**src/inc/write_latch_pkg.sv**
```systemverilog
// Constants and types for the write latch and register command logic
package write_latch_pkg;
  typedef logic [7:0] byte_t;
  typedef logic [4:0][7:0] reg_bank_t;
  typedef enum logic [1:0] {ST_IDLE, ST_RECEIVE, ST_SEND} frame_state_t;

  localparam byte_t SET_WRITE_LATCH_CMD = 8'h06;
  localparam byte_t CLEAR_WRITE_LATCH_CMD = 8'h04;
  localparam byte_t STATUS_WRITE_CMD = 8'h01;
  localparam byte_t STATUS_ONE_READ_CMD = 8'h05;
  localparam byte_t STATUS_TWO_READ_CMD = 8'h07;
  localparam byte_t CONFIG_ONE_READ_CMD = 8'h35;
  localparam byte_t CONFIG_TWO_READ_CMD = 8'h3f;
  localparam byte_t CONFIG_FOUR_READ_CMD = 8'h45;
  localparam byte_t CONFIG_FIVE_READ_CMD = 8'h5e;
  localparam byte_t GENERIC_REG_WRITE_CMD = 8'h71;
  localparam byte_t GENERIC_REG_READ_CMD = 8'h65;

  // Status register one fields
  localparam int WRITE_IN_PROGRESS_BIT = 0;
  localparam int WRITE_ENABLE_LATCH_BIT = 1;
  localparam int STATUS_WRITE_DISABLE_BIT = 7;
  localparam byte_t SR1_STORED_MASK = 8'hfc;
  // Status register two fields
  localparam int CRC_SUSPEND_FLAG_BIT = 0;
  localparam int CRC_ABORT_FLAG_BIT = 1;
  // Latency code in config register five
  localparam int REG_LATENCY_CODE_LSB_BIT = 0;
  localparam int REG_LATENCY_CODE_MSB_BIT = 1;
  localparam logic [5:0] LATENCY_BASE = 6'h00;

  // Generic register address: bank byte, zero middle byte, index byte
  localparam byte_t VOL_BANK = 8'h07;
  localparam byte_t NV_BANK = 8'h00;
  localparam byte_t ADDR_MID = 8'h00;
  localparam byte_t ADDR_SR1 = 8'h00;
  localparam byte_t ADDR_SR2 = 8'h01;
  localparam byte_t ADDR_CR1 = 8'h02;
  localparam byte_t ADDR_CR2 = 8'h03;
  localparam byte_t ADDR_CR4 = 8'h05;
  localparam byte_t ADDR_CR5 = 8'h06;

  // Slots of the register banks; SR2 has no storage
  localparam logic [2:0] IDX_SR1 = 3'h0;
  localparam logic [2:0] IDX_CR1 = 3'h1;
  localparam logic [2:0] IDX_CR2 = 3'h2;
  localparam logic [2:0] IDX_CR4 = 3'h3;
  localparam logic [2:0] IDX_CR5 = 3'h4;
  localparam logic [2:0] IDX_SR2 = 3'h5;
  localparam logic [2:0] IDX_NONE = 3'h7;

  // Factory values of the stored copies, slot 4 down to slot 0
  localparam reg_bank_t NV_DEFAULTS = 40'h00_00_00_00_00;

  // Serial clock edges at which fields complete
  localparam logic [5:0] OPCODE_BITS = 6'h08;
  localparam logic [5:0] SR_DATA_END_BITS = 6'h10;
  localparam logic [5:0] ADDR_END_BITS = 6'h20;
  localparam logic [5:0] ANY_DATA_END_BITS = 6'h28;
  localparam logic [5:0] CNT_MAX = 6'h3f;

  // Pin synchroniser reset: wp_b, si, cs_b, sck
  localparam logic [3:0] PIN_SYNC_RESET = 4'ha;
endpackage

```
**src/core/write_latch_cmd_ctrl.sv**
```systemverilog
// Serial command logic for the write enable latch and register access
//
// Function
// - Set-latch opcode sets the write enable latch
// - Clear-latch opcode clears the write enable latch
// - Writes refused while the latch is clear
// - Latch set only at select rise, full opcode
// - Latch cleared only at select rise, full opcode, or by reset
// - Clear-latch ignored while write in progress
// - Status write programs stored status register one
// - Status write ignored if locked and protect low
// - Status write needs the latch set
// - Status write end clears the latch
// - Status one read returns protection, latch, busy
// - Register reads return the live copy
// - Read dummy cycles follow the latency code
// - Status two read-only, returns CRC flags
// - Status two valid only when not busy
// - Config one, two, four, five read opcodes
// - Generic write with three-byte register address
// - Generic read with three-byte register address
// - Reset reloads live copies from stored values
// - Generic write locked like status write, clears latch
`timescale 1ns/1ps
module write_latch_cmd_ctrl (
  input wire logic CLK_I,
  input wire logic RST_B_I,
  input wire logic POR_B_I,
  input wire logic SCK_I,
  input wire logic CS_B_I,
  input wire logic SI_I,
  input wire logic WP_B_I,
  input wire logic WIP_I,
  input wire logic CRC_SUSPEND_I,
  input wire logic CRC_ABORT_I,
  output logic SO_O,
  output logic SO_OE_B_O,
  output logic WEL_O,
  output write_latch_pkg::byte_t SR1_O,
  output write_latch_pkg::byte_t CR1_O,
  output write_latch_pkg::byte_t CR2_O,
  output write_latch_pkg::byte_t CR4_O,
  output write_latch_pkg::byte_t CR5_O
);
  import write_latch_pkg::*;

  logic rst_any;
  logic [3:0] pin_raw, pin_next;
  logic [3:0] sync1_reg, sync2_reg, sync3_reg, pin_reg, prev_reg;
  logic sck_rise, sck_fall, cs_rise, in_frame, si_bit, locked;
  assign rst_any = !RST_B_I || !POR_B_I;
  assign pin_raw = {WP_B_I, SI_I, CS_B_I, SCK_I};
  ////////////////////////////////////////////////////////////////////
  // Pin synchronisers: a level counts once stages two and three agree
  genvar g;
  for (g = 0; g < 4; g++) begin : g_sync
    assign pin_next[g] = (sync2_reg[g] == sync3_reg[g]) ? sync3_reg[g] : pin_reg[g];
  end
  always_ff @(posedge CLK_I) begin
    if (rst_any) begin
      sync1_reg <= PIN_SYNC_RESET;
      sync2_reg <= PIN_SYNC_RESET;
      sync3_reg <= PIN_SYNC_RESET;
      pin_reg <= PIN_SYNC_RESET;
      prev_reg <= PIN_SYNC_RESET;
    end else begin
      sync1_reg <= pin_raw;
      sync2_reg <= sync1_reg;
      sync3_reg <= sync2_reg;
      pin_reg <= pin_next;
      prev_reg <= pin_reg;
    end
  end
  assign sck_rise = pin_reg[0] && !prev_reg[0];
  assign sck_fall = !pin_reg[0] && prev_reg[0];
  assign cs_rise = pin_reg[1] && !prev_reg[1];
  assign in_frame = !pin_reg[1];
  assign si_bit = pin_reg[2];

  ////////////////////////////////////////////////////////////////////
  // Register banks
  reg_bank_t vol_reg, vol_next, nv_reg, nv_next;
  logic wel_reg, wel_next;
  // Protection lock applies only while the protect pin is low
  assign locked = vol_reg[IDX_SR1][STATUS_WRITE_DISABLE_BIT] && !pin_reg[3];
  function automatic logic [2:0] reg_index(input byte_t a);
    case (a)
      ADDR_SR1: reg_index = IDX_SR1;
      ADDR_SR2: reg_index = IDX_SR2;
      ADDR_CR1: reg_index = IDX_CR1;
      ADDR_CR2: reg_index = IDX_CR2;
      ADDR_CR4: reg_index = IDX_CR4;
      ADDR_CR5: reg_index = IDX_CR5;
      default: reg_index = IDX_NONE;
    endcase
  endfunction
  function automatic logic bank_ok(input logic [23:0] a);
    bank_ok = (a[23:16] == VOL_BANK || a[23:16] == NV_BANK) && a[15:8] == ADDR_MID;
  endfunction
  ////////////////////////////////////////////////////////////////////
  // Frame capture and serial output
  frame_state_t state_reg, state_next;
  logic [5:0] cnt_reg, cnt_next, cnt_inc, start_cnt;
  logic [31:0] sh_reg, sh_next, sh_shift;
  byte_t op_reg, op_next, op_eff, data_reg, data_next;
  byte_t out_reg, out_next, read_byte, sr2_byte;
  logic [23:0] addr_reg, addr_next, addr_eff;
  logic so_reg, so_next, oe_b_reg, oe_b_next, is_read;
  logic [2:0] read_idx, wr_idx;
  logic [5:0] data_end;
  // Fields as they stand after the current rising edge
  always_comb begin
    cnt_inc = (cnt_reg == CNT_MAX) ? cnt_reg : cnt_reg + 6'h01;
    sh_shift = {sh_reg[30:0], si_bit};
    op_eff = (sck_rise && cnt_inc == OPCODE_BITS) ? sh_shift[7:0] : op_reg;
    addr_eff = (sck_rise && cnt_inc == ADDR_END_BITS) ? sh_shift[23:0] : addr_reg;
  end
  // Flags may be stale while busy; they pass through unfiltered
  always_comb begin
    sr2_byte = 8'h00;
    sr2_byte[CRC_SUSPEND_FLAG_BIT] = CRC_SUSPEND_I;
    sr2_byte[CRC_ABORT_FLAG_BIT] = CRC_ABORT_I;
  end
  always_comb begin
    is_read = 1'b1;
    read_idx = IDX_NONE;
    case (op_eff)
      STATUS_ONE_READ_CMD: read_idx = IDX_SR1;
      STATUS_TWO_READ_CMD: read_idx = IDX_SR2;
      CONFIG_ONE_READ_CMD: read_idx = IDX_CR1;
      CONFIG_TWO_READ_CMD: read_idx = IDX_CR2;
      CONFIG_FOUR_READ_CMD: read_idx = IDX_CR4;
      CONFIG_FIVE_READ_CMD: read_idx = IDX_CR5;
      GENERIC_REG_READ_CMD: begin
        if (bank_ok(addr_eff)) begin
          read_idx = reg_index(addr_eff[7:0]);
        end
      end
      default: is_read = 1'b0;
    endcase
    // Both bank addresses return the live copy
    read_byte = 8'h00;
    case (read_idx)
      IDX_SR1: begin
        read_byte = vol_reg[IDX_SR1] & SR1_STORED_MASK;
        read_byte[WRITE_ENABLE_LATCH_BIT] = wel_reg;
        read_byte[WRITE_IN_PROGRESS_BIT] = WIP_I;
      end
      IDX_SR2: read_byte = sr2_byte;
      IDX_CR1: read_byte = vol_reg[IDX_CR1];
      IDX_CR2: read_byte = vol_reg[IDX_CR2];
      IDX_CR4: read_byte = vol_reg[IDX_CR4];
      IDX_CR5: read_byte = vol_reg[IDX_CR5];
      default: read_byte = 8'h00;
    endcase
  end
  // Data starts on the falling edge after the last dummy bit
  always_comb begin
    start_cnt = ((op_eff == GENERIC_REG_READ_CMD) ? ADDR_END_BITS : OPCODE_BITS)
      + LATENCY_BASE
      + {4'h0, vol_reg[IDX_CR5][REG_LATENCY_CODE_MSB_BIT:REG_LATENCY_CODE_LSB_BIT]};
    case (op_eff)
      STATUS_WRITE_CMD: data_end = SR_DATA_END_BITS;
      GENERIC_REG_WRITE_CMD: data_end = ANY_DATA_END_BITS;
      default: data_end = CNT_MAX;
    endcase
  end
  always_comb begin
    state_next = state_reg;
    cnt_next = cnt_reg;
    sh_next = sh_reg;
    op_next = op_reg;
    addr_next = addr_reg;
    data_next = data_reg;
    out_next = out_reg;
    so_next = so_reg;
    oe_b_next = oe_b_reg;
    if (!in_frame) begin
      state_next = ST_IDLE;
      cnt_next = 6'h00;
      so_next = 1'b0;
      oe_b_next = 1'b1;
    end else begin
      if (sck_rise) begin
        cnt_next = cnt_inc;
        sh_next = sh_shift;
        op_next = op_eff;
        addr_next = addr_eff;
        if (cnt_inc == data_end) begin
          data_next = sh_shift[7:0];
        end
        if (is_read && cnt_inc == start_cnt) begin
          state_next = ST_SEND;
          out_next = read_byte;
        end
      end
      case (state_reg)
        ST_IDLE: state_next = ST_RECEIVE;
        ST_RECEIVE: ;
        ST_SEND: begin
          // Byte repeats for as long as the host keeps clocking
          if (sck_fall) begin
            so_next = out_reg[7];
            oe_b_next = 1'b0;
            out_next = {out_reg[6:0], out_reg[7]};
          end
        end
        default: state_next = ST_IDLE;
      endcase
    end
    if (rst_any) begin
      state_next = ST_IDLE;
      cnt_next = 6'h00;
      op_next = 8'h00;
      so_next = 1'b0;
      oe_b_next = 1'b1;
    end
  end
  always_ff @(posedge CLK_I) begin
    state_reg <= state_next;
    cnt_reg <= cnt_next;
    sh_reg <= sh_next;
    op_reg <= op_next;
    addr_reg <= addr_next;
    data_reg <= data_next;
    out_reg <= out_next;
    so_reg <= so_next;
    oe_b_reg <= oe_b_next;
  end

  ////////////////////////////////////////////////////////////////////
  // Commands act at select rise, from what was captured
  assign wr_idx = reg_index(addr_reg[7:0]);
  always_comb begin
    wel_next = wel_reg;
    vol_next = vol_reg;
    nv_next = nv_reg;
    // Fewer than eight bits: nothing happens
    if (cs_rise && cnt_reg >= OPCODE_BITS) begin
      case (op_reg)
        SET_WRITE_LATCH_CMD: wel_next = 1'b1;
        CLEAR_WRITE_LATCH_CMD: begin
          if (!WIP_I) begin
            wel_next = 1'b0;
          end
        end
        STATUS_WRITE_CMD: begin
          if (wel_reg && !locked && cnt_reg >= SR_DATA_END_BITS) begin
            vol_next[IDX_SR1] = data_reg & SR1_STORED_MASK;
            nv_next[IDX_SR1] = data_reg & SR1_STORED_MASK;
          end
          wel_next = 1'b0;
        end
        GENERIC_REG_WRITE_CMD: begin
          if (wel_reg && !locked && cnt_reg >= ANY_DATA_END_BITS
              && bank_ok(addr_reg) && wr_idx <= IDX_CR5) begin
            vol_next[wr_idx] = (wr_idx == IDX_SR1) ? (data_reg & SR1_STORED_MASK) : data_reg;
            if (addr_reg[23:16] == NV_BANK) begin
              nv_next[wr_idx] = vol_next[wr_idx];
            end
          end
          wel_next = 1'b0;
        end
        default: ;
      endcase
    end
    if (!RST_B_I) begin
      vol_next = nv_reg;
      wel_next = 1'b0;
    end
    if (!POR_B_I) begin
      nv_next = NV_DEFAULTS;
      vol_next = NV_DEFAULTS;
      wel_next = 1'b0;
    end
  end
  always_ff @(posedge CLK_I) begin
    nv_reg <= nv_next;
    vol_reg <= vol_next;
    wel_reg <= wel_next;
  end
  assign SO_O = so_reg;
  assign SO_OE_B_O = oe_b_reg;
  assign WEL_O = wel_reg;
  assign SR1_O = {vol_reg[IDX_SR1][7:2], wel_reg, 1'b0};
  assign CR1_O = vol_reg[IDX_CR1];
  assign CR2_O = vol_reg[IDX_CR2];
  assign CR4_O = vol_reg[IDX_CR4];
  assign CR5_O = vol_reg[IDX_CR5];

  logic full_op;
  assign full_op = cs_rise && cnt_reg >= OPCODE_BITS;
endmodule

```
**config.mk**
```make
export PLATFORM = sky130hd
export DESIGN_NAME = write_latch_cmd_ctrl
export DESIGN_NICKNAME = d
export VERILOG_FILES = /design/src/inc/write_latch_pkg.sv /design/src/core/write_latch_cmd_ctrl.sv
export SDC_FILE = /design/constraint.sdc
export NUM_CORES = 1
export LEC_CHECK = 0
export ABC_AREA = 1
export BUFFER_PORTS_ARGS = -buffer_cell sky130_fd_sc_hd__buf_4
export CORE_UTILIZATION = 61
export DETAILED_ROUTE_END_ITERATION = 10
export GPL_TIMING_DRIVEN = 0
export PLACE_DENSITY = 0.83
export SETUP_SLACK_MARGIN = 0.02
export SLEW_MARGIN = 30
export SYNTH_ARGS = -nofsm -noshare
export SYNTH_HDL_FRONTEND = slang
export SYNTH_SLANG_ARGS = --single-unit
```
**constraint.sdc**
```tcl
create_clock -name CLK_I -period 5.7 [get_ports CLK_I]
set_input_delay 0.57 -clock CLK_I [delete_from_list [all_inputs] [get_ports CLK_I]]
set_output_delay 0.57 -clock CLK_I [all_outputs]
set_load 0.03 [all_outputs]
```
==> metrics.md <==
| Metric | Value |
|---|---|
| Status | `completed` |
| Worst-margin pin slew | `691 ps` |
| Tot GR Track Use | `32.7%` |
| Detailed Place HPWL | `17500 µm` |
| Crit. Startpoint | `addr_reg[4]` |
| Final slew viol count | `0` |
| Period utilization | `70.9%` |
| Die area | `15200 µm²` |
| Worst-Skew Late Latency | `450 ps` |
| Worst-path maximum fanout | `10` |
| HP Class | `input pin to flop` |
| Horiz. Die Dim | `123 µm` |
| Filler cells | `1143` |
| RSZ-0062 raised after global routing | `false` |
| Core area | `14100 µm²` |
| Vias | `8035` |
| Commonest non-fill, non-tap cell in the layout | `nand2_1` |
| First-pass GRT wire length | `37400 µm` |
| Resized cells post-CTS | `0` |
| Critical path class | `flop to flop` |
| Largest net degree at the start of global routing | `26` |
| Register bit total from synthesis | `176` |
| Ports | `53` |
| FFs w/ async S/R, synth | `0%` |
| Final Hold Fails | `0` |
| Netlist cell types | `44` |
| PnR worst setup slack | `1660 ps` |
| Area of the mapped netlist | `8950 µm²` |
| Routability Congestion | `0.924` |
| Fmax | `247 MHz` |
| PwrDens | `243 nW/µm²` |
| Fraction of layout cells with a size suffix above 1 | `15.7%` |
| Number of global-route vias before repair | `7386` |
| Drc violations | `0` |
| Routed WL | `23400 µm` |
| Die H | `123 µm` |
| Reg-to-Reg End | `nv_reg[21]` |
| Grt total ovfl | `0` |
| Most frequent cells in the layout | `nand2_1 (232), inv_1 (137), a21oi_1 (125)` |
| Ant. Diodes | `0` |
| Final nets | `1234` |
| Buffers added on ports | `50` |
| Placed insts | `1381` |
| Total Power | `0.00248 W` |
| Minimum clock period | `4040 ps` |
| Slew headroom | `53.6%` |
| CTS Buf Count | `17` |
| Leakage | `4.30 nW` |
| Clock Tree Buf Depth | `2` |
| Setup violators final | `0` |
| Syn nets | `1163` |
| Post-CTS Hold Fix Bufs | `0` |
| CTS tree | `yes` |
| Worst setup SP type | `flop` |
| Setup TNS | `0 ps` |
| H-Tree Depth | `4` |
| Initial DRC Count | `972` |
| Clock slew at reported path FFs | `70 ps` |
| Main synth FF type | `dfxtp_1` |
| Ys Warns | `0` |
| DR vias/cell | `5.69` |
| Area Overhead vs Synth | `13.7%` |
| EDFF count, synth | `63` |
| Largest register FFs | `38` |
| Post-Layout Cell Count | `1413` |
| Max-cap viol count | `0` |
| Clk sinks | `176` |
| Num rows | `43` |
| Routed Antenna Nets | `0` |
| Final design utilization | `72.2%` |
| Setup Fix Bufs, Post-CTS | `0` |
| Skew final | `7.70 ps` |
| Initial core utilization | `63.5%` |
| Antenna violations before repair | `0` |
| Avg WL per Cell | `16.6 µm` |
| WP data arrival | `4400 ps` |
| Flop2flop setup slack | `1660 ps` |
| Maximum VDD drop | `256 µV` |
| Pre-CTS setup slack | `1840 ps` |
| CTS Root Cell | `clkbuf_16` |
| Worst reg2reg path depth | `10` |
| Crit end category | `flop` |
| Worst setup path endpoint | `nv_reg[21]` |
| Reg2Reg Launch Point | `addr_reg[4]` |
| Register area share after synthesis | `46.4%` |
| Post-synthesis cell count | `1149` |
| Synth Area per Inst | `7.79 µm²` |
| Drt pass-1 iters | `5` |
| CP required | `6060 ps` |
## report_power, final
group,switching [W],internal (W)
clock,0.000518,0.000600
sequential,0.00000402,0.00130
combinational,0.0000408,0.0000181
total,0.000563,0.00191
## worst min path at each step
stage	start	end	slack, ps	cells past startpoint
CTS	WP_B_I	sync1_reg[3]	300	2
finish	CS_B_I	sync1_reg[1]	310	2
detailed placement	sync1_reg[0]	sync2_reg[0]	400	2
floorplan	sync1_reg[1]	sync2_reg[1]	390	1
global route	CS_B_I	sync1_reg[1]	310	2
global placement	sync1_reg[3]	sync2_reg[3]	400	1
## metrics by stage
stage	hold slack [ps]	instance area [µm²]
2_1_floorplan	393	8950
4_1_cts	304	10200
6_report	310	10200
5_1_grt	305	10200
3_3_place_gp	396	9550
3_5_place_dp	402	9610
## synth_stat cells, types with 3 or more instances
library cell / instances / share of area (%)
a211oi_1: 10 / 0.84
a21oi_1: 125 / 7.0
a311oi_1: 6 / 0.59
a31oi_1: 5 / 0.35
buf_1: 3 / 0.13
buf_2: 8 / 0.45
buf_4: 44 / 3.7
buf_6: 5 / 0.63
clkbuf_1: 22 / 0.92
clkinv_1: 4 / 0.17
dfxtp_1: 113 / 25
edfxtp_1: 63 / 21
ha_1: 4 / 0.56
inv_1: 137 / 5.7
inv_2: 6 / 0.25
nand2_1: 232 / 9.7
nand2_2: 12 / 0.84
nand2_4: 4 / 0.50
nand3_1: 81 / 4.5
nand3_2: 4 / 0.45
nand3b_1: 13 / 1.1
nand4_1: 8 / 0.56
nor2_1: 87 / 3.6
nor2_2: 6 / 0.42
nor2_4: 7 / 0.88
nor2_8: 3 / 0.67
nor3_1: 19 / 1.1
nor4_1: 28 / 2.0
o211ai_1: 5 / 0.42
o21ai_0: 51 / 2.9
o21ai_1: 7 / 0.39
o21bai_1: 7 / 0.59
or2_2: 6 / 0.42
## metal layers
| layer | track usage, % | up-vias | wire length, µm | share of wire (%) |
|---|---|---|---|---|
| met1 | 42.1 | 3676 | 9670 | 41 |
| met3 | 6.87 | 66 | 1730 | 7.4 |
| met4 | 15.3 | 0 | 902 | 3.9 |
| met2 | 52.7 | 338 | 11100 | 47 |
| li1 | - | 3955 | - | - |
| met5 | 0 | - | 0 | 0 |
## area by class of cell
class                           instances  area (µm²)  share of cell area [%]
Sequential cell                       176        4150                    40.8
Multi-Input combinational cell        744        3730                    36.7
Inverter                              147         552                    5.42
Buffer                                 82         520                    5.11
Clock buffer                           19         464                    4.56
Timing Repair Buffer                   52         430                    4.23
Tap cell                              180         225                    2.21
Clock inverter                         13        98.8                   0.971
## worst max-delay path: stages, from the launching register on
cell      delay (ps)
edfxtp_1         400
nor4_1           580
nand3_1          500
o211ai_1         310
nor2_1            70
a21oi_1          440
nand3_1          400
nor3_1           640
buf_2            330
o21ai_0          110
a21oi_1          180
## logic make-up (layout without fill, tap and decap cells)
kind of cell,count (synthesis),after routing,share of synthesized area (%)
AOI/OAI and AO/OA,229,229,14.2
other,1,1,0.0419
DFF,176,176,46.4
and+or+nand+nor,510,510,26.8
buffers and inverters,229,313,12.0
adders and majority gates,4,4,0.559
Note: power is estimated with default switching activity, not from simulation.
